$ cat src/hw/uart_rx_defs.svh
// register map, field positions, reset values and timing counts
`ifndef UART_RX_DEFS_SVH
`define UART_RX_DEFS_SVH
`define ADDR_STATUS 8'h00
`define ADDR_BUFFER 8'h04
`define ADDR_CONTROL 8'h08
`define ADDR_DIVISOR 8'h0c
`define ADDR_IRQ_STATUS 8'h10
`define ADDR_IRQ_CLEAR 8'h14
`define ADDR_IRQ_ENABLE 8'h18
`define FLAG_FULL 0
`define FLAG_PARITY 1
`define FLAG_FRAME 2
`define FLAG_OVERRUN 3
`define FLAG_COUNT 4
`define CTRL_RX_EN 0
`define CTRL_PAR_EN 1
`define CTRL_PAR_ODD 2
`define CTRL_RESET 3'h0
`define DIVISOR_RESET 16'h000c
`define OVERSAMPLE 16
`define RESP_OKAY 2'h0
`define RESP_SLVERR 2'h2
`endif

$ cat src/hw/uart_rx_pkg.sv
// types shared by the receive error flag design
package uart_rx_pkg;
   typedef enum logic [4:0] {
      RX_IDLE = 5'h01,
      RX_START = 5'h02,
      RX_DATA = 5'h04,
      RX_PARITY = 5'h08,
      RX_STOP = 5'h10
   } rx_state_type;
   typedef logic [3:0] flag_vec_type;
endpackage

$ cat src/hw/baud_tick_gen.sv
// oversampling tick divider
`timescale 1ns/10ps
module baud_tick_gen #(
   parameter int DIV_W = 16
) (
   input wire logic aclk, // system clock
   input wire logic aresetn, // synchronous reset, active low
   input wire logic enable, // run the divider
   input wire logic [DIV_W-1:0] divisor, // tick every divisor+1 cycles
   output logic tick // one-cycle enable pulse
);
   logic [DIV_W-1:0] count_reg;

   if (DIV_W < 2 || DIV_W > 32) begin : g_check
      $error("baud_tick_gen: DIV_W out of range");
   end

   always_ff @(posedge aclk) begin
      if (!aresetn || !enable) begin
         count_reg <= '0;
         tick <= 1'b0;
      end else if (count_reg >= divisor) begin
         count_reg <= '0;
         tick <= 1'b1;
      end else begin
         count_reg <= count_reg + 1'b1;
         tick <= 1'b0;
      end
   end
endmodule

$ cat src/hw/rx_frame_receiver.sv
// serial frame receiver with three-sample majority vote
`timescale 1ns/10ps
`include "uart_rx_defs.svh"
module rx_frame_receiver #(
   parameter int DATA_BITS = 8,
   parameter int OVERSAMPLE = `OVERSAMPLE
) (
   input wire logic aclk, // system clock
   input wire logic aresetn, // synchronous reset, active low
   input wire logic tick, // oversampling enable
   input wire logic rx_in, // serial line
   input wire logic enable, // receiver on
   input wire logic parity_en, // frame carries a parity bit
   input wire logic parity_odd, // odd parity when set
   output logic data_done, // pulse: last data bit taken
   output logic frame_done, // pulse: stop bit taken
   output logic [DATA_BITS-1:0] data, // received data, lsb first on line
   output logic parity_bad, // parity mismatch of this frame
   output logic stop_bad // stop bit sampled low
);
   import uart_rx_pkg::*;
   localparam int PW = $clog2(OVERSAMPLE);
   localparam int CW = $clog2(DATA_BITS + 1);
   localparam logic [PW-1:0] LAST = PW'(OVERSAMPLE - 1);
   localparam logic [PW-1:0] DECIDE = PW'(OVERSAMPLE / 2 + 1);
   localparam logic [CW-1:0] LAST_BIT = CW'(DATA_BITS - 1);

   rx_state_type state_reg;
   logic [PW-1:0] phase_reg;
   logic [2:0] vote_reg;
   logic [CW-1:0] bit_cnt_reg;
   logic par_reg;
   logic decide;
   logic bit_val;

   if (DATA_BITS < 5 || DATA_BITS > 9 || OVERSAMPLE < 8) begin : g_check
      $error("rx_frame_receiver: unsupported parameters");
   end

   function automatic logic majority(input logic [2:0] s);
      return (s[0] & s[1]) | (s[0] & s[2]) | (s[1] & s[2]);
   endfunction

   // the vote spans the three ticks around the bit centre
   assign decide = tick && (phase_reg == DECIDE);
   assign bit_val = majority({vote_reg[1:0], rx_in});

   always_ff @(posedge aclk) begin
      if (!aresetn) begin
         vote_reg <= 3'h7;
      end else if (tick) begin
         vote_reg <= {vote_reg[1:0], rx_in};
      end
   end

   always_ff @(posedge aclk) begin
      if (!aresetn || state_reg == RX_IDLE) begin
         phase_reg <= '0;
      end else if (tick) begin
         phase_reg <= (phase_reg == LAST) ? '0 : phase_reg + 1'b1;
      end
   end

   always_ff @(posedge aclk) begin
      if (!aresetn) begin
         state_reg <= RX_IDLE;
         bit_cnt_reg <= '0;
         par_reg <= 1'b0;
         data <= '0;
         parity_bad <= 1'b0;
         stop_bad <= 1'b0;
         data_done <= 1'b0;
         frame_done <= 1'b0;
      end else begin
         data_done <= 1'b0;
         frame_done <= 1'b0;
         if (!enable) begin
            state_reg <= RX_IDLE;
         end else begin
            unique case (state_reg)
               RX_IDLE: begin
                  if (tick && !rx_in) begin
                     state_reg <= RX_START;
                  end
               end
               RX_START: begin
                  if (decide) begin
                     // a high start sample is noise: wait for the next edge
                     state_reg <= bit_val ? RX_IDLE : RX_DATA;
                     bit_cnt_reg <= '0;
                     par_reg <= 1'b0;
                     parity_bad <= 1'b0;
                  end
               end
               RX_DATA: begin
                  if (decide) begin
                     data <= {bit_val, data[DATA_BITS-1:1]};
                     par_reg <= par_reg ^ bit_val;
                     bit_cnt_reg <= bit_cnt_reg + 1'b1;
                     if (bit_cnt_reg == LAST_BIT) begin
                        data_done <= 1'b1;
                        state_reg <= parity_en ? RX_PARITY : RX_STOP;
                     end
                  end
               end
               RX_PARITY: begin
                  if (decide) begin
                     parity_bad <= (par_reg ^ bit_val) != parity_odd;
                     state_reg <= RX_STOP;
                  end
               end
               RX_STOP: begin
                  if (decide) begin
                     stop_bad <= !bit_val;
                     frame_done <= 1'b1;
                     state_reg <= RX_IDLE;
                  end
               end
            endcase
         end
      end
   end
endmodule

$ cat src/hw/uart_rx_error_flags.sv
// serial receiver error flags with an axi4-lite register slave
//
// Added by the designer: the address map and the AXI4-Lite slave port.
`timescale 1ns/10ps
`include "uart_rx_defs.svh"
module uart_rx_error_flags #(
   parameter int DATA_BITS = 8,
   parameter int DIV_W = 16
) (
   input wire logic aclk, // system clock, 25 MHz
   input wire logic aresetn, // synchronous reset, active low
   input wire logic [7:0] s_axi_awaddr, // write address
   input wire logic s_axi_awvalid, // write address valid
   output logic s_axi_awready, // write address ready
   input wire logic [31:0] s_axi_wdata, // write data
   input wire logic [3:0] s_axi_wstrb, // write byte enables
   input wire logic s_axi_wvalid, // write data valid
   output logic s_axi_wready, // write data ready
   output logic [1:0] s_axi_bresp, // write response
   output logic s_axi_bvalid, // write response valid
   input wire logic s_axi_bready, // write response ready
   input wire logic [7:0] s_axi_araddr, // read address
   input wire logic s_axi_arvalid, // read address valid
   output logic s_axi_arready, // read address ready
   output logic [31:0] s_axi_rdata, // read data
   output logic [1:0] s_axi_rresp, // read response
   output logic s_axi_rvalid, // read data valid
   input wire logic s_axi_rready, // read data ready
   input wire logic serial_rx_pin, // serial line from the remote sender
   output logic rx_irq // receive interrupt, level
);
   import uart_rx_pkg::*;

   // the divisor is written in two byte lanes, so it needs more than eight bits
   if (DATA_BITS < 5 || DATA_BITS > 9 || DIV_W < 9 || DIV_W > 32) begin : g_check
      $error("uart_rx_error_flags: unsupported parameters");
   end

   // status and interrupt vectors share one layout
   uart_rx_pkg::flag_vec_type flag_reg;
   uart_rx_pkg::flag_vec_type armed_reg;
   uart_rx_pkg::flag_vec_type irq_stat_reg;
   uart_rx_pkg::flag_vec_type irq_en_reg;
   uart_rx_pkg::flag_vec_type flag_set;
   uart_rx_pkg::flag_vec_type flag_clr;
   uart_rx_pkg::flag_vec_type flag_next;
   uart_rx_pkg::flag_vec_type irq_clr;

   logic [2:0] ctrl_reg;
   logic [DIV_W-1:0] divisor_reg;
   logic [DATA_BITS-1:0] hold_reg;
   logic discard_reg;

   logic tick;
   logic data_done;
   logic frame_done;
   logic [DATA_BITS-1:0] rx_data;
   logic parity_bad;
   logic stop_bad;

   logic wr_fire;
   logic rd_fire;
   logic status_read;
   logic buffer_read;
   logic drop_now;
   logic load;

   function automatic logic addr_mapped(input logic [7:0] a);
      return a == `ADDR_STATUS || a == `ADDR_BUFFER || a == `ADDR_CONTROL ||
         a == `ADDR_DIVISOR || a == `ADDR_IRQ_STATUS ||
         a == `ADDR_IRQ_CLEAR || a == `ADDR_IRQ_ENABLE;
   endfunction

   function automatic logic [31:0] widen4(input logic [3:0] v);
      return {28'h0000000, v};
   endfunction

   baud_tick_gen #(
      .DIV_W(DIV_W)
   ) u_tick (
      .aclk(aclk),
      .aresetn(aresetn),
      .enable(ctrl_reg[`CTRL_RX_EN]),
      .divisor(divisor_reg),
      .tick(tick)
   );

   rx_frame_receiver #(
      .DATA_BITS(DATA_BITS),
      .OVERSAMPLE(`OVERSAMPLE)
   ) u_rx (
      .aclk(aclk),
      .aresetn(aresetn),
      .tick(tick),
      .rx_in(serial_rx_pin),
      .enable(ctrl_reg[`CTRL_RX_EN]),
      .parity_en(ctrl_reg[`CTRL_PAR_EN]),
      .parity_odd(ctrl_reg[`CTRL_PAR_ODD]),
      .data_done(data_done),
      .frame_done(frame_done),
      .data(rx_data),
      .parity_bad(parity_bad),
      .stop_bad(stop_bad)
   );

   // bus handshakes: ready pulses one cycle after valid is seen
   assign wr_fire = s_axi_awready && s_axi_awvalid && s_axi_wvalid;
   assign rd_fire = s_axi_arready && s_axi_arvalid;
   assign status_read = rd_fire && s_axi_araddr == `ADDR_STATUS;
   assign buffer_read = rd_fire && s_axi_araddr == `ADDR_BUFFER;

   // unread buffer or standing overrun means the arriving frame is dropped
   assign drop_now = flag_reg[`FLAG_FULL] || flag_reg[`FLAG_OVERRUN];
   assign load = frame_done && !discard_reg;

   always_comb begin
      flag_set = '0;
      flag_set[`FLAG_FULL] = load;
      flag_set[`FLAG_PARITY] = load && parity_bad;
      flag_set[`FLAG_FRAME] = load && stop_bad;
      // only the first overrun counts as an event
      flag_set[`FLAG_OVERRUN] = data_done && flag_reg[`FLAG_FULL] &&
         !flag_reg[`FLAG_OVERRUN];
   end

   // a buffer read clears only what the preceding status read saw
   assign flag_clr = buffer_read ? armed_reg : '0;
   // set wins when an event meets the clear in one cycle
   assign flag_next = (flag_reg & ~flag_clr) | flag_set;

   assign irq_clr = (wr_fire && s_axi_awaddr == `ADDR_IRQ_CLEAR && s_axi_wstrb[0]) ?
      s_axi_wdata[`FLAG_COUNT-1:0] : '0;

   always_ff @(posedge aclk) begin
      if (!aresetn) begin
         flag_reg <= '0;
      end else begin
         flag_reg <= flag_next;
      end
   end

   always_ff @(posedge aclk) begin
      if (!aresetn) begin
         armed_reg <= '0;
      end else if (status_read) begin
         armed_reg <= flag_reg;
      end else if (buffer_read) begin
         armed_reg <= '0;
      end
   end

   // decision taken once the data bits are in, kept until the stop bit
   always_ff @(posedge aclk) begin
      if (!aresetn) begin
         discard_reg <= 1'b0;
      end else if (data_done) begin
         discard_reg <= drop_now;
      end else if (frame_done) begin
         discard_reg <= 1'b0;
      end
   end

   always_ff @(posedge aclk) begin
      if (!aresetn) begin
         hold_reg <= '0;
      end else if (load) begin
         hold_reg <= rx_data;
      end
   end

   // sticky interrupt status; a new event outlasts a clear in the same cycle
   always_ff @(posedge aclk) begin
      if (!aresetn) begin
         irq_stat_reg <= '0;
      end else begin
         irq_stat_reg <= (irq_stat_reg & ~irq_clr) | flag_set;
      end
   end

   always_ff @(posedge aclk) begin
      if (!aresetn) begin
         rx_irq <= 1'b0;
      end else begin
         rx_irq <= |(irq_stat_reg & irq_en_reg);
      end
   end

   always_ff @(posedge aclk) begin
      if (!aresetn) begin
         ctrl_reg <= `CTRL_RESET;
      end else if (wr_fire && s_axi_wstrb[0] && s_axi_awaddr == `ADDR_CONTROL) begin
         ctrl_reg <= s_axi_wdata[2:0];
      end
   end

   always_ff @(posedge aclk) begin
      if (!aresetn) begin
         irq_en_reg <= '0;
      end else if (wr_fire && s_axi_wstrb[0] && s_axi_awaddr == `ADDR_IRQ_ENABLE) begin
         irq_en_reg <= s_axi_wdata[`FLAG_COUNT-1:0];
      end
   end

   // the low byte of the divisor follows strobe 0, every bit above it follows strobe 1
   always_ff @(posedge aclk) begin
      if (!aresetn) begin
         divisor_reg <= DIV_W'(`DIVISOR_RESET);
      end else if (wr_fire && s_axi_awaddr == `ADDR_DIVISOR) begin
         if (s_axi_wstrb[0]) begin
            divisor_reg[7:0] <= s_axi_wdata[7:0];
         end
         if (s_axi_wstrb[1]) begin
            divisor_reg[DIV_W-1:8] <= s_axi_wdata[DIV_W-1:8];
         end
      end
   end

   // write channel: address and data are taken together
   always_ff @(posedge aclk) begin
      if (!aresetn) begin
         s_axi_awready <= 1'b0;
         s_axi_wready <= 1'b0;
      end else begin
         s_axi_awready <= !s_axi_awready && !s_axi_bvalid &&
            s_axi_awvalid && s_axi_wvalid;
         s_axi_wready <= !s_axi_awready && !s_axi_bvalid &&
            s_axi_awvalid && s_axi_wvalid;
      end
   end

   always_ff @(posedge aclk) begin
      if (!aresetn) begin
         s_axi_bvalid <= 1'b0;
         s_axi_bresp <= `RESP_OKAY;
      end else if (wr_fire) begin
         s_axi_bvalid <= 1'b1;
         s_axi_bresp <= addr_mapped(s_axi_awaddr) ? `RESP_OKAY : `RESP_SLVERR;
      end else if (s_axi_bready) begin
         s_axi_bvalid <= 1'b0;
      end
   end

   // read channel: data registered at the address handshake
   always_ff @(posedge aclk) begin
      if (!aresetn) begin
         s_axi_arready <= 1'b0;
      end else begin
         s_axi_arready <= !s_axi_arready && !s_axi_rvalid && s_axi_arvalid;
      end
   end

   always_ff @(posedge aclk) begin
      if (!aresetn) begin
         s_axi_rvalid <= 1'b0;
         s_axi_rresp <= `RESP_OKAY;
         s_axi_rdata <= 32'h00000000;
      end else if (rd_fire) begin
         s_axi_rvalid <= 1'b1;
         s_axi_rresp <= addr_mapped(s_axi_araddr) ? `RESP_OKAY : `RESP_SLVERR;
         unique case (s_axi_araddr)
            `ADDR_STATUS: s_axi_rdata <= widen4(flag_reg);
            // content after a parity fault is not to be trusted by software
            `ADDR_BUFFER: s_axi_rdata <= 32'(hold_reg);
            `ADDR_CONTROL: s_axi_rdata <= {29'h00000000, ctrl_reg};
            `ADDR_DIVISOR: s_axi_rdata <= 32'(divisor_reg);
            `ADDR_IRQ_STATUS: s_axi_rdata <= widen4(irq_stat_reg);
            `ADDR_IRQ_ENABLE: s_axi_rdata <= widen4(irq_en_reg);
            default: s_axi_rdata <= 32'h00000000;
         endcase
      end else if (s_axi_rready) begin
         s_axi_rvalid <= 1'b0;
      end
   end
endmodule

$ cat config.mk
export PLATFORM = sky130hd
export DESIGN_NAME = uart_rx_error_flags
export DESIGN_NICKNAME = d
export VERILOG_FILES = /design/src/hw/uart_rx_pkg.sv /design/src/hw/baud_tick_gen.sv /design/src/hw/rx_frame_receiver.sv /design/src/hw/uart_rx_error_flags.sv
export VERILOG_INCLUDE_DIRS = /design/src /design/src/hw
export SDC_FILE = /design/constraint.sdc
export NUM_CORES = 1
export LEC_CHECK = 0
export BUFFER_PORTS_ARGS = -buffer_cell sky130_fd_sc_hd__buf_2
export CORE_UTILIZATION = 24
export CTS_CLUSTER_DIAMETER = 120
export DETAILED_ROUTE_END_ITERATION = 8
export GPL_ROUTABILITY_DRIVEN = 0
export HOLD_SLACK_MARGIN = 0.02
export SYNTH_ARGS = -nofsm -noshare
export SYNTH_HDL_FRONTEND = slang
export SYNTH_SLANG_ARGS = --single-unit
$ cat constraint.sdc
create_clock -name aclk -period 2 [get_ports aclk]
set_clock_uncertainty 0.05 [all_clocks]
set_input_delay 0.4 -clock aclk [delete_from_list [all_inputs] [get_ports aclk]]
set_output_delay 0.4 -clock aclk [all_outputs]
set_load 0.02 [all_outputs]
# After elaboration in Yosys (flattened, before gate mapping)

Index checks and enable logic that the tools add are counted.

Order comparisons: 1
Equality and inequality tests: 27
Add/subtract/negate cells: 3
Multiplexer cells: 34
Bitwise logic cells: 13
Reductions and logical operators: 68

Operator list:

| cell                    | number |
|---|---|
| $pmux W16 S6            | 1 |
| $eq A8 B5 Y1 const B    | 6 |
| $mux W5                 | 7 |
| $eq A8 B4 Y1 const B    | 4 |
| $mux W4                 | 7 |
| $pmux W5 S5             | 1 |
| $logic_and A1 B1 Y1     | 23 |
| $add A16 B1 Y16 const B | 1 |
| $eq A8 B3 Y1 const B    | 2 |
| $ge A16 B16 Y1          | 1 |
| $logic_not A8 Y1        | 2 |
| $logic_or A1 B1 Y1      | 15 |
| $and A4 B4 Y4           | 3 |
| $mux W1                 | 12 |
| $reduce_and A4 Y1       | 3 |
| $reduce_bool A2 Y1      | 6 |
| $logic_not A1 Y1        | 10 |
| $ne A2 B1 Y1 const B    | 5 |
| $reduce_and A3 Y1       | 3 |
| $add A4 B1 Y4 const B   | 2 |
| $eq A4 B4 Y1 const B    | 2 |
| $not A4 Y4              | 2 |
| $or A4 B4 Y4            | 2 |
| $pmux W4 S2             | 1 |
| 18 further kinds        | 25 |

Logic and storage cells: 175
Output and inout bits: 42
Bits in registers: 130
Input bits: 60

# Depth between registers and ports, before layout

Gate-level depths: netlist (run 1).

Depth in word-level cells: 8
Depth in mapped cells: 7
Depth with buffers taken out: 6

# Hierarchy

A second synthesis (run 1) with hierarchy kept.

Cell total of the unflattened synthesis: 615
Area, all modules: 5569.1 sq um

Modules (own cells, without submodules):

| module              | area each (sq um) | seq. area each (sq um) | times used | cells each |
|---|---|---|---|---|
| uart_rx_error_flags | 3022.9            | 1341.3                 | 1          | 325 |
| rx_frame_receiver   | 1295.0            | 560.5                  | 1          | 154 |
| baud_tick_gen       | 1251.2            | 340.3                  | 1          | 136 |

# Worst setup path before layout (run 1)

OpenSTA, ideal clock, no wires.

Path type: input to register
Start: in s_axi_awaddr[0]
End: reg divisor_reg[10]
Library setup time: 0.128 ns
Data required time: 1.822 ns
Path buffers: 1
Slack: -0.069 ns
Stages: 5
Data arrival time: 1.891 ns
Cell sequence: or4_4 buf_6 nor4_4 mux2i_1 nor2_1

Longest elaborated chain between the ends: 3

Ends and longest elaborated chain:

| item                           | line                       | text |
|---|---|---|
| start: declaration             | uart_rx_error_flags.sv:12  | `input wire logic [7:0] s_axi_awaddr,` |
| $eq A8 B4 Y1 (no line)         | n/a                        |  |
| $logic_and A1 B1 Y1 (no line)  | n/a                        |  |
| $reduce_and A2 Y1 (no line)    | n/a                        |  |
| end signal: assignment         | uart_rx_error_flags.sv:207 | `` divisor_reg <= DIV_W'(`DIVISOR_RESET); `` |
| end signal: indexed assignment | uart_rx_error_flags.sv:213 | `divisor_reg[DIV_W-1:8] <= s_axi_wdata[DIV_W-1:8];` |
| end: declaration               | uart_rx_error_flags.sv:50  | `logic [DIV_W-1:0] divisor_reg;` |

No other way between the ends.
A chain may end at the register's enable or synchronous reset.

# Final worst setup path (run 1)

Start: reg u_tick.count_reg[5]
End: reg u_tick.count_reg[13]

Longest elaborated chain between the ends: 2
Elaborated cells between the ends (all ways): 3
Those cells by class: add/sub: 1; order compare: 1; reduce/logical: 1

Ends and longest elaborated chain:

| item                       | line                | text |
|---|---|---|
| start: declaration         | baud_tick_gen.sv:12 | `logic [DIV_W-1:0] count_reg;` |
| start signal: assignment   | baud_tick_gen.sv:26 | `count_reg <= count_reg + 1'b1;` |
| $ge A16 B16 Y1             | baud_tick_gen.sv:22 | `end else if (count_reg >= divisor) begin` |
| $reduce_or A2 Y1 (no line) | n/a                 |  |

Parallel ways exist; a longest one is shown, timed or not.

==> results of run 1 <==
[timing repair]
| item | 4_1_cts | 5_1_grt |
|---|---|---|
| endpoints found under the setup margin | 0 | 16 |
| gates resized for setup | 0 | 4 |
| buffers inserted | 0 | 1 |
[Yosys cell counts (all sizes together) (8+ instances only)]
cell,instances
xor2,8
mux2i,36
nor3,15
a21oi,36
a31oi,8
o21ai,35
nor2,53
inv,22
dfxtp,112
and2,8
nand4b,11
clkbuf,24
nor2b,8
nor4,11
nand4,11
nand2,45
ha,20
nand3,16
a22oi,11
buf,25
[worst max-delay path: stages, from the launching register on]
cell	delay (ps)
dfxtp_1	430
and4_1	240
or4b_4	500
or3_1	360
a211oi_1	220
[power by group through the flow]
| stage | Sequential, mW | Combinational (mW) | Clock, mW |
|---|---|---|---|
| floorplan | 2.29 | 0.128 | 0 |
| global placement | 2.29 | 0.199 | 0 |
| detailed placement | 2.29 | 0.201 | 0 |
| CTS | 2.24 | 0.201 | 1.90 |
| global route | 2.24 | 0.217 | 1.99 |
| finish | 2.24 | 0.200 | 1.85 |
[worst min path at each step]
stage | start | end | slack (ps) | cells after the start
finish | s_axi_awvalid | s_axi_wready$_SDFF_PN0_ | 230 | 3
global route | s_axi_awvalid | s_axi_wready$_SDFF_PN0_ | 230 | 3
floorplan | armed_reg[0]$_SDFFE_PN0P_ | flag_reg[0]$_SDFF_PN0_ | 380 | 1
detailed placement | armed_reg[0]$_SDFFE_PN0P_ | flag_reg[0]$_SDFF_PN0_ | 400 | 1
CTS | s_axi_awvalid | s_axi_wready$_SDFF_PN0_ | 210 | 3
global placement | s_axi_rvalid$_SDFFE_PN0P_ | s_axi_arready$_SDFF_PN0_ | 390 | 1
[stage by stage]
| step | util | cell area (um^2) | setup TNS, ps | power, mW |
|---|---|---|---|---|
| after floorplan | - | 5504 | -549.4 | 2.422 |
| after global placement | 0.2842 | 6260 | -777.4 | 2.488 |
| after detailed placement | 0.2842 | 6260 | -1005 | 2.490 |
| after CTS | 0.2980 | 6564 | 0 | 4.341 |
| after global routing | 0.2989 | 6583 | 0 | 4.447 |
| final | 0.2990 | 6585 | 0 | 4.286 |
[area by class of cell]
type                    instances  area share
multi-input cells             441      0.4450
flip-flops and latches        112      0.3407
repair buffers                104      0.1015
well taps                     280     0.05320
clock buffers                   9     0.03420
inverters                      23     0.01311
clock inverters                 7     0.01197
diodes                          1   0.0003800
[per-layer routing]
layer,GRT usage,wire [um]
met4,0.02597,85
met1,0.1566,6593
met2,0.2030,6571
met3,0.02048,401
met5,0,0
[kinds of logic (layout without fill, tap and decap cells)]
group / after synthesis / after routing / synth area share
other cells: 1 / 19 / 0.0006893
fa+ha+maj: 21 / 21 / 0.04784
flops: 112 / 112 / 0.4121
mux: 41 / 41 / 0.07866
compound gates: 126 / 126 / 0.1442
simple gates: 220 / 220 / 0.2272
xor+xnor: 15 / 15 / 0.02415
buf+inv: 72 / 143 / 0.06509
==> results.ini, run 1 <==
[grt]
grt_overflow = 0
grt_pass1_vias = 4317
antenna_found_initial = 0
grt_start_max_net_pins = 70
grt_pass1_wl_mm = 22.29
grt.total_usage = 0.1190

[yosys]
synth_cell_types = 63
synthCells = 608
yosys_warnings = 0
synthTopCellsByArea = dfxtp_1, mux2i_1, ha_1
ys_ff_latch = 112
synth_area_per_cell_um2 = 8.948
synth-async-reset-ratio = 0
yosysTopAreaCell = dfxtp_1
syn_area_mm2 = 0.005440
synth_top_flop_cell = dfxtp_1
seq_area_frac_synth = 0.4121
synth.top_cell.area_share = 0.4121
synth-edff-count = 0

[routing]
drt-total-wl_mm = 13.65
drc = 6
vias = 4582
wl_per_cell_um = 13.97
antenna_left = 0
firstDrtPassIters = 9
routed_via_density = 4.690
drt-initial-drc-count = 229

[placed_design]
hpwl_mm = 10.17
dp_cells = 959
io_buffers = 65
dp_worst_setup_slack_ps = -69.70

[setup_path]
rrSetupSlack_ps = 120
crit_path_end_kind = flop
reg2regPathDepth = 4
critPathLaunchType = flop
crit_start = u_tick.count_reg[5]$_SDFF_PP0_
timing.rr.start = u_tick.count_reg[5]$_SDFF_PP0_
cp_max_fo = 6
critPathCapture = u_tick.count_reg[13]$_SDFF_PP0_
critPathKind = flop to flop
crit_required_ps = 2220
cp.arrival_ps = 2100
timing.rr.end = u_tick.count_reg[13]$_SDFF_PP0_

[clock_tree]
cts_tree = yes
cts_buffers = 9
cts_root_buffer = clkbuf_16
cts_hold_buffers = 0
cts.sinks = 112
clk_pin_slew_ps = 80
clk_latency_ps = 350
htreeDepth = 3
clock_path_buffers = 2

[power]
pwr-share-clk = 0.432
p_switching_mw = 1.008
leakage_nw = 2.379
sw_frac_of_total = 0.2351
p_int_mw = 3.279
worst_ir_drop_vdd_uv = 377.1
p_per_area_mw_per_mm2 = 650.9
p_comb_frac = 0.047
seq_power_share = 0.522

[sta]
fmax_ghz = 0.5321
min_period_over_period = 0.9397
setup_viol = 0
fin_crit_ps = 1879
hold_viol_final = 0
slew_violations = 0
whs_ps = 230.0
setup_slack_ps = 120.6
worst_pin_slew_ps = 503.4
rsz0062_at_grt = no
slew_headroom = 0.6557

[floorplan]
start_util = 0.2470
num_rows = 54
die_w_um = 152.6
dieArea_mm2 = 0.02327
fp.dieH_um = 152.6
num_io_pins = 102
core_mm2 = 0.02203

[status]
violations = DRC
status = finished with violations

[worst_hold_path]
hp-class = input pin to flop

[cells_and_area]
fill_cells = 2372
final_cells = 977
multi_input_area_mm2 = 0.002930
nets = 771
areaGrowthSynthToFinish_pct = 21.04
final_common_cell = dfxtp_1
final_layout_size_suffix_gt1_frac = 0.1997
final_cell_mix = dfxtp_1, buf_2, nor2_1
regArea_mm2 = 0.002243

[job]
maxCapViolCount = 0

Power figures use the tool's default switching activity.
==> inputs of run 2 (changes only) <==
PLACE_DENSITY = 0.51   (was default)
==> run 2 against run 1 <==
  * The flow still finishes with violations (DRC)
  * First-iteration DRC count is 10% lower
  * Combinational power barely moved
  * Wire length up 3.2%
  * Core utilization up 0.11 points
  * Sequential power barely moved
  * Final cell count is 0.41% higher
  * Hold slack worse by 9.8 ps
  * Via count is 0.15% lower
  * Power rose by 0.20%
  * Largest power group unchanged
==> results.ini, run 2 (synthesized netlist as in run 1, its figures left out) <==
[power]
leakage_nw = 2.408  ; was 2.379 nW
total_power_mw = 4.295  ; was 4.286 mW
pwr-share-clk = 0.433  ; was 0.432
seq_power_share = 0.521  ; was 0.522
worst_ir_drop_vdd_uv = 389.7  ; was 377.1 uV
p_int_mw = 3.277  ; was 3.279 mW
sw_frac_of_total = 0.2369  ; was 0.2351
p_per_area_mw_per_mm2 = 649.9  ; was 650.9 mW/mm^2
p_comb_frac = 0.046  ; was 0.047
p_switching_mw = 1.018  ; was 1.008 mW

[grt]
grt.total_usage = 0.1242  ; was 0.1190
grt_start_max_net_pins = 27  ; was 70
busiest_layer = met2  ; unchanged
grt_pass1_vias = 4252  ; was 4317
grt_pass1_wl_mm = 22.88  ; was 22.29 mm
grt_overflow = 0  ; unchanged
antenna_found_initial = 0  ; unchanged
grtUsageMet3 = 0.02048  ; unchanged
met1_usage = 0.1775  ; was 0.1566
grtUsageMet2 = 0.1889  ; was 0.2030

[floorplan]
num_io_pins = 102  ; unchanged
start_util = 0.2470  ; unchanged
num_rows = 54  ; unchanged
dieArea_mm2 = 0.02327  ; unchanged
die_w_um = 152.6  ; unchanged
fp.dieH_um = 152.6  ; unchanged
core_mm2 = 0.02203  ; unchanged

[placed_design]
io_buffers = 65  ; unchanged
dpl_cell_area_mm2 = 0.006280  ; was 0.006260 mm^2
dp_worst_setup_slack_ps = -165.7  ; was -69.70 ps
hpwl_mm = 10.48  ; was 10.17 mm
dp_cells = 965  ; was 959

[sta]
whs_ps = 220.3  ; was 230.0 ps
fin_crit_ps = 1875  ; was 1879 ps
worst_pin_slew_ps = 466.9  ; was 503.4 ps
rsz0062_at_grt = no  ; unchanged
min_period_over_period = 0.9375  ; was 0.9397
slew_violations = 0  ; unchanged
setup_viol = 0  ; unchanged
hold_viol_final = 0  ; unchanged
fmax_ghz = 0.5333  ; was 0.5321 GHz
slew_headroom = 0.6807  ; was 0.6557
tns_ps = 0  ; unchanged
setup_slack_ps = 125.1  ; was 120.6 ps

[job]
maxCapViolCount = 0  ; unchanged

[clock_tree]
cts_hold_buffers = 0  ; unchanged
cts_tree = yes  ; unchanged
htreeDepth = 3  ; unchanged
cts_root_buffer = clkbuf_16  ; unchanged
cts_buffers = 9  ; unchanged
clk_pin_slew_ps = 80  ; about the same
clock_path_buffers = 2  ; unchanged
clk_latency_ps = 360  ; was 350 ps
cts.sinks = 112  ; unchanged

[routing]
antenna_left = 0  ; unchanged
firstDrtPassIters = 6  ; was 9
drt-initial-drc-count = 206  ; was 229
vias = 4575  ; was 4582
wl_per_cell_um = 14.36  ; was 13.97 um
routed_via_density = 4.664  ; was 4.690
drc = 4  ; was 6
drt-total-wl_mm = 14.09  ; was 13.65 mm

[setup_path]
timing.rr.end = u_tick.count_reg[13]$_SDFF_PP0_  ; unchanged
cp.arrival_ps = 2100  ; about the same
crit_path_end_kind = flop  ; unchanged
critPathLaunchType = flop  ; unchanged
cp_max_fo = 6  ; unchanged
timing.rr.start = u_tick.count_reg[6]$_SDFF_PP0_  ; was u_tick.count_reg[5]$_SDFF_PP0_
reg2regPathDepth = 4  ; unchanged
critPathKind = flop to flop  ; unchanged
crit_required_ps = 2230  ; was 2220 ps
rrSetupSlack_ps = 130  ; was 120 ps

[worst_hold_path]
hp-class = input pin to flop  ; unchanged
min_to = s_axi_wready$_SDFF_PN0_  ; unchanged
min_path_cells = 3  ; unchanged
min_from = s_axi_awvalid  ; unchanged

[cells_and_area]
fin_area_mm2 = 0.006609  ; was 0.006585 mm^2
final_layout_size_suffix_gt1_frac = 0.2083  ; was 0.1997
areaGrowthSynthToFinish_pct = 21.48  ; was 21.04%
final_util = 0.3000  ; was 0.2990
final_cell_mix = dfxtp_1, buf_2, nor2_1  ; unchanged
fill_cells = 2349  ; was 2372
nets = 777  ; was 771
final_cells = 981  ; was 977
final_common_cell = dfxtp_1  ; unchanged
diodes = 0  ; was 1

[status]
status = finished with violations  ; unchanged
violations = DRC  ; unchanged

[run 2: cell types whose count changed in the layout (fill, tap and decap cells not counted), moves of 2 or more]
cell        previous run  this run
buf_4                 35        43
dfxtp_1              111       109
buf_12                 4         2
dfxtp_2                1         3
clkinvlp_4             3         1
[run 2: worst max path at each step]
stage / start / to / slack, ps / cells after the start
floorplan: s_axi_awaddr[0] / divisor_reg[10]$_SDFFE_PN0P_ / -70 / 5
global placement: s_axi_araddr[0] / s_axi_rdata[1]$_SDFFE_PN0P_ / -170 / 6
detailed placement: s_axi_araddr[0] / s_axi_rdata[1]$_SDFFE_PN0P_ / -170 / 6
CTS: u_tick.count_reg[6]$_SDFF_PP0_ / u_tick.count_reg[13]$_SDFF_PP0_ / 50 / 4
global route: s_axi_araddr[0] / s_axi_rdata[1]$_SDFFE_PN0P_ / 7 / 6
finish: u_tick.count_reg[6]$_SDFF_PP0_ / u_tick.count_reg[13]$_SDFF_PP0_ / 130 / 4
[run 2: what timing repair did]
action	4_1_cts	5_1_grt
buffers inserted	0	1
pin swaps	0	2
setup endpoints to repair	1	16
gates resized for setup	1	6
[run 2: worst max-delay path, cell delays in order, from the launching register on]
cell and delay [ps]:
dfxtp_1 420, and4_1 250, or4b_4 510, or3_1 350, a211oi_1 220
[run 2: power groups by stage]
stage               clock network [mW]  registers [mW]  logic (mW)
floorplan                            0            2.29       0.128
global placement                     0            2.29       0.201
detailed placement                   0            2.29       0.201
CTS                               1.93            2.24       0.201
global route                      2.02            2.24       0.219
finish                            1.86            2.24       0.199
[run 2: area by class of cell]
cell class                      count  area (um^2)  area share
Clock buffer                       10        229.0     0.03465
Sequential cell                   112         2246      0.3398
Multi-Input combinational cell    441         2943      0.4453
Inverter                           23        86.33     0.01306
Tap cell                          280        350.3     0.05301
Clock inverter                      5        66.31     0.01003
Timing Repair Buffer              110        688.2      0.1041
[run 2: layer usage]
layer  vias up  share of wire
met5         -              0
met4         0          0.014
met3        12          0.033
met2        84           0.45
met1      2131           0.51
li1       2348              -
==> inputs of run 3 (changes only) <==
ABC_AREA = 1   (was default)
CORE_UTILIZATION = 30   (was 24)
PLACE_DENSITY = 0.59   (was 0.51)
SETUP_SLACK_MARGIN = 0.2   (was default)
==> run 3 against run 2 <==
  * The flow now finishes without violations
  * Sequential power is essentially flat
  * Power grew 3.4%
  * Combinational power increased by 9%
  * Final cell count is 5.8% higher
  * Critical endpoint is now u_tick.count_reg[10]$_SDFF_PP0_
  * Largest cell class unchanged
  * Highest routed layer unchanged
==> results.ini, run 3 <==
[status]
status = complete, no violations  ; was finished with violations

[setup_path]
critPathKind = flop to flop  ; unchanged
timing.rr.start = divisor_reg[15]$_SDFFE_PN0P_  ; was u_tick.count_reg[6]$_SDFF_PP0_
rrSetupSlack_ps = 330  ; was 130 ps
slowest_stage = dfxtp_1  ; was or4b_4
timing.rr.end = u_tick.count_reg[10]$_SDFF_PP0_  ; was u_tick.count_reg[13]$_SDFF_PP0_
cp_max_fo = 16  ; was 6
crit_required_ps = 2200  ; was 2230 ps
crit_path_end_kind = flop  ; unchanged
cp.arrival_ps = 1860  ; was 2100 ps
critPathLaunchType = flop  ; unchanged
cp_common_cell = nand2_2
path_cells = inv_1 > ha_1 > nand2_2 > nor4_4 > nand2_2 > nand3_2 > buf_12 > nor2_1  ; was and4_1 > or4b_4 > or3_1 > a211oi_1
max_stage_delay_ps = 340  ; was 510 ps
reg2regPathDepth = 8  ; was 4

[floorplan]
die_w_um = 136.3  ; was 152.6 um
dieArea_mm2 = 0.01857  ; was 0.02327 mm^2
core_mm2 = 0.01748  ; was 0.02203 mm^2
num_io_pins = 102  ; unchanged
start_util = 0.3094  ; was 0.2470
num_rows = 48  ; was 54
fp.dieH_um = 136.3  ; was 152.6 um

[yosys]
synth-async-reset-ratio = 0  ; unchanged
synth-edff-count = 0  ; unchanged
synthAdderAreaFrac = 0.04627  ; was 0.04784
ys_ff_latch = 112  ; unchanged
synth_area_per_cell_um2 = 7.318  ; was 8.948 um^2
synth.most_common_cell = nand2_1  ; was dfxtp_1
synth_cell_types = 40  ; was 63
ys_top_cells_by_count = nand2_1, dfxtp_1, inv_1, nor2_1, a21oi_1  ; was dfxtp_1, nor2_1, nand2_1
yosys_warnings = 0  ; unchanged
synth.area.mux_share = 0  ; was 0.07866
synthTopCellsByArea = dfxtp_1, nand2_1, a21oi_1  ; was dfxtp_1, mux2i_1, ha_1
synthCells = 739  ; was 608
synth_top_family_by_area = simple AND/OR/NAND/NOR gates  ; unchanged
synth_top_flop_cell = dfxtp_1  ; unchanged
synth_xor_area_frac = 0.02429  ; was 0.02415
seq_area_frac_synth = 0.4146  ; was 0.4121
yosys.area_share.simple = 0.2603  ; was 0.2272
syn_area_mm2 = 0.005408  ; was 0.005440 mm^2
synth.top_cell.area_share = 0.4146  ; was 0.4121
synth_compound_area_frac = 0.1458  ; was 0.1442
yosysTopAreaCell = dfxtp_1  ; unchanged

[placed_design]
dp_cells = 1018  ; was 965
dp_worst_setup_slack_ps = 154.9  ; was -165.7 ps
hpwl_mm = 9.241  ; was 10.48 mm
io_buffers = 65  ; unchanged

[worst_hold_path]
min_from = s_axi_arvalid  ; was s_axi_awvalid
min_path_cells = 3  ; unchanged
min_to = s_axi_arready$_SDFF_PN0_  ; was s_axi_wready$_SDFF_PN0_
hp-class = input pin to flop  ; unchanged

[sta]
fmax_ghz = 0.5992  ; was 0.5333 GHz
slew_violations = 0  ; unchanged
min_period_over_period = 0.8344  ; was 0.9375
rsz0062_at_grt = no  ; unchanged
slew_headroom = 0.4335  ; was 0.6807
setup_slack_ps = 331.1  ; was 125.1 ps
tns_ps = 0  ; unchanged
setup_viol = 0  ; unchanged
worst_pin_slew_ps = 840.8  ; was 466.9 ps
hold_viol_final = 0  ; unchanged
fin_crit_ps = 1669  ; was 1875 ps

[cells_and_area]
final_cells = 1038  ; was 981
regArea_mm2 = 0.002243  ; was 0.002246 mm^2
nets = 886  ; was 777
final_common_cell = nand2_1  ; was dfxtp_1
final_layout_size_suffix_gt1_frac = 0.1566  ; was 0.2083
fill_cells = 1864  ; was 2349
areaGrowthSynthToFinish_pct = 17.10  ; was 21.48%
final_cell_mix = nand2_1, dfxtp_1, inv_1, nor2_1, a21oi_1  ; was dfxtp_1, buf_2, nor2_1
multi_input_area_mm2 = 0.002690  ; was 0.002943 mm^2

[routing]
antenna_left = 0  ; unchanged
routed_via_density = 4.489  ; was 4.664
drc = 0  ; was 4
drt-initial-drc-count = 265  ; was 206
drt-total-wl_mm = 12.14  ; was 14.09 mm
vias = 4660  ; was 4575
wl_per_cell_um = 11.69  ; was 14.36 um
firstDrtPassIters = 5  ; was 6

[clock_tree]
cts_buffers = 9  ; unchanged
cts_root_buffer = clkbuf_16  ; unchanged
cts.sinks = 112  ; unchanged
htreeDepth = 3  ; unchanged
clock_path_buffers = 2  ; unchanged
clk_pin_slew_ps = 70  ; was 80 ps
clk_latency_ps = 350  ; was 360 ps
cts_tree = yes  ; unchanged

[grt]
antenna_found_initial = 2  ; was 0
grt.total_usage = 0.1376  ; was 0.1242
grt_pass1_wl_mm = 19.89  ; was 22.88 mm
grt_start_max_net_pins = 53  ; was 27
grt_overflow = 0  ; unchanged
grt_pass1_vias = 4130  ; was 4252

[job]
maxCapViolCount = 0  ; unchanged

[power]
leakage_nw = 2.736  ; was 2.408 nW
p_per_area_mw_per_mm2 = 701.2  ; was 649.9 mW/mm^2
worst_ir_drop_vdd_uv = 498.5  ; was 389.7 uV

==> run 3: worst max-delay path by stage <==
stage / endpoint / slack, ps / from
floorplan: u_tick.count_reg[12]$_SDFF_PP0_ / 400 / divisor_reg[15]$_SDFFE_PN0P_
global placement: u_rx.parity_bad$_SDFFE_PN0P_ / 150 / serial_rx_pin
detailed placement: u_rx.parity_bad$_SDFFE_PN0P_ / 150 / serial_rx_pin
CTS: u_tick.count_reg[5]$_SDFF_PP0_ / 210 / divisor_reg[15]$_SDFFE_PN0P_
global route: u_tick.count_reg[3]$_SDFF_PP0_ / 190 / divisor_reg[11]$_SDFFE_PN0P_
finish: u_tick.count_reg[10]$_SDFF_PP0_ / 330 / divisor_reg[15]$_SDFFE_PN0P_
==> run 3: cells by family after synthesis <==
| family | Yosys count |
|---|---|
| flops | 112 |
| simple gates | 315 |
| xor+xnor | 15 |
| other cells | 1 |
| buf+inv | 129 |
| compound gates | 147 |
| fa+ha+maj | 20 |
==> run 3: report_power, final <==
| part | switching [mW] | leakage [nW] | total [mW] | internal (mW) |
|---|---|---|---|---|
| Combinational | 0.150 | 1.67 | 0.217 | 0.0674 |
| Sequential | 0.00636 | 0.903 | 2.25 | 2.24 |
| Clock | 0.863 | 0.162 | 1.98 | 1.11 |
==> run 3: stage by stage <==
step	hold WS [ps]	power, mW	utilization	instance area (um^2)
2_1_floorplan	379.9	2.452	-	5472
3_3_place_gp	375.4	2.516	0.3396	5936
3_5_place_dp	380.3	2.517	0.3396	5936
4_1_cts	217.5	4.502	0.3584	6264
5_1_grt	220.2	4.619	0.3623	6332
6_report	227.7	4.440	0.3623	6332
==> run 3: critical path, delay by kind of cell (launching register included) <==
family,cells,cell delay (ps)
buffers and inverters,2,200
AND/OR/NAND/NOR,5,640
adder cells (fa/ha/maj),1,330
flip-flops,1,340
==> run 3: repair_timing <==
item,4_1_cts,5_1_grt
hold buffers,0,0
endpoints found under the setup margin,0,17
resized for setup,0,13
endpoints found under the hold margin,0,0
buffers inserted,0,2
==> run 3: final cells by class <==
| cell class | instances | area share |
|---|---|---|
| diodes | 2 | 0.0007904 |
| clock buffers | 9 | 0.03557 |
| clock inverters | 7 | 0.01620 |
| inverters | 91 | 0.05434 |
| multi-input cells | 515 | 0.4248 |
| flip-flops and latches | 112 | 0.3543 |
| well taps | 225 | 0.04446 |
| repair buffers | 77 | 0.06955 |
==> run 3: layer usage <==
layer	vias up	part of all wire	track usage
met5	-	0	0
met4	0	0.014	0.06728
met3	8	0.035	0.01976
met2	98	0.43	0.2025
met1	2056	0.52	0.1947
li1	2498	-	-
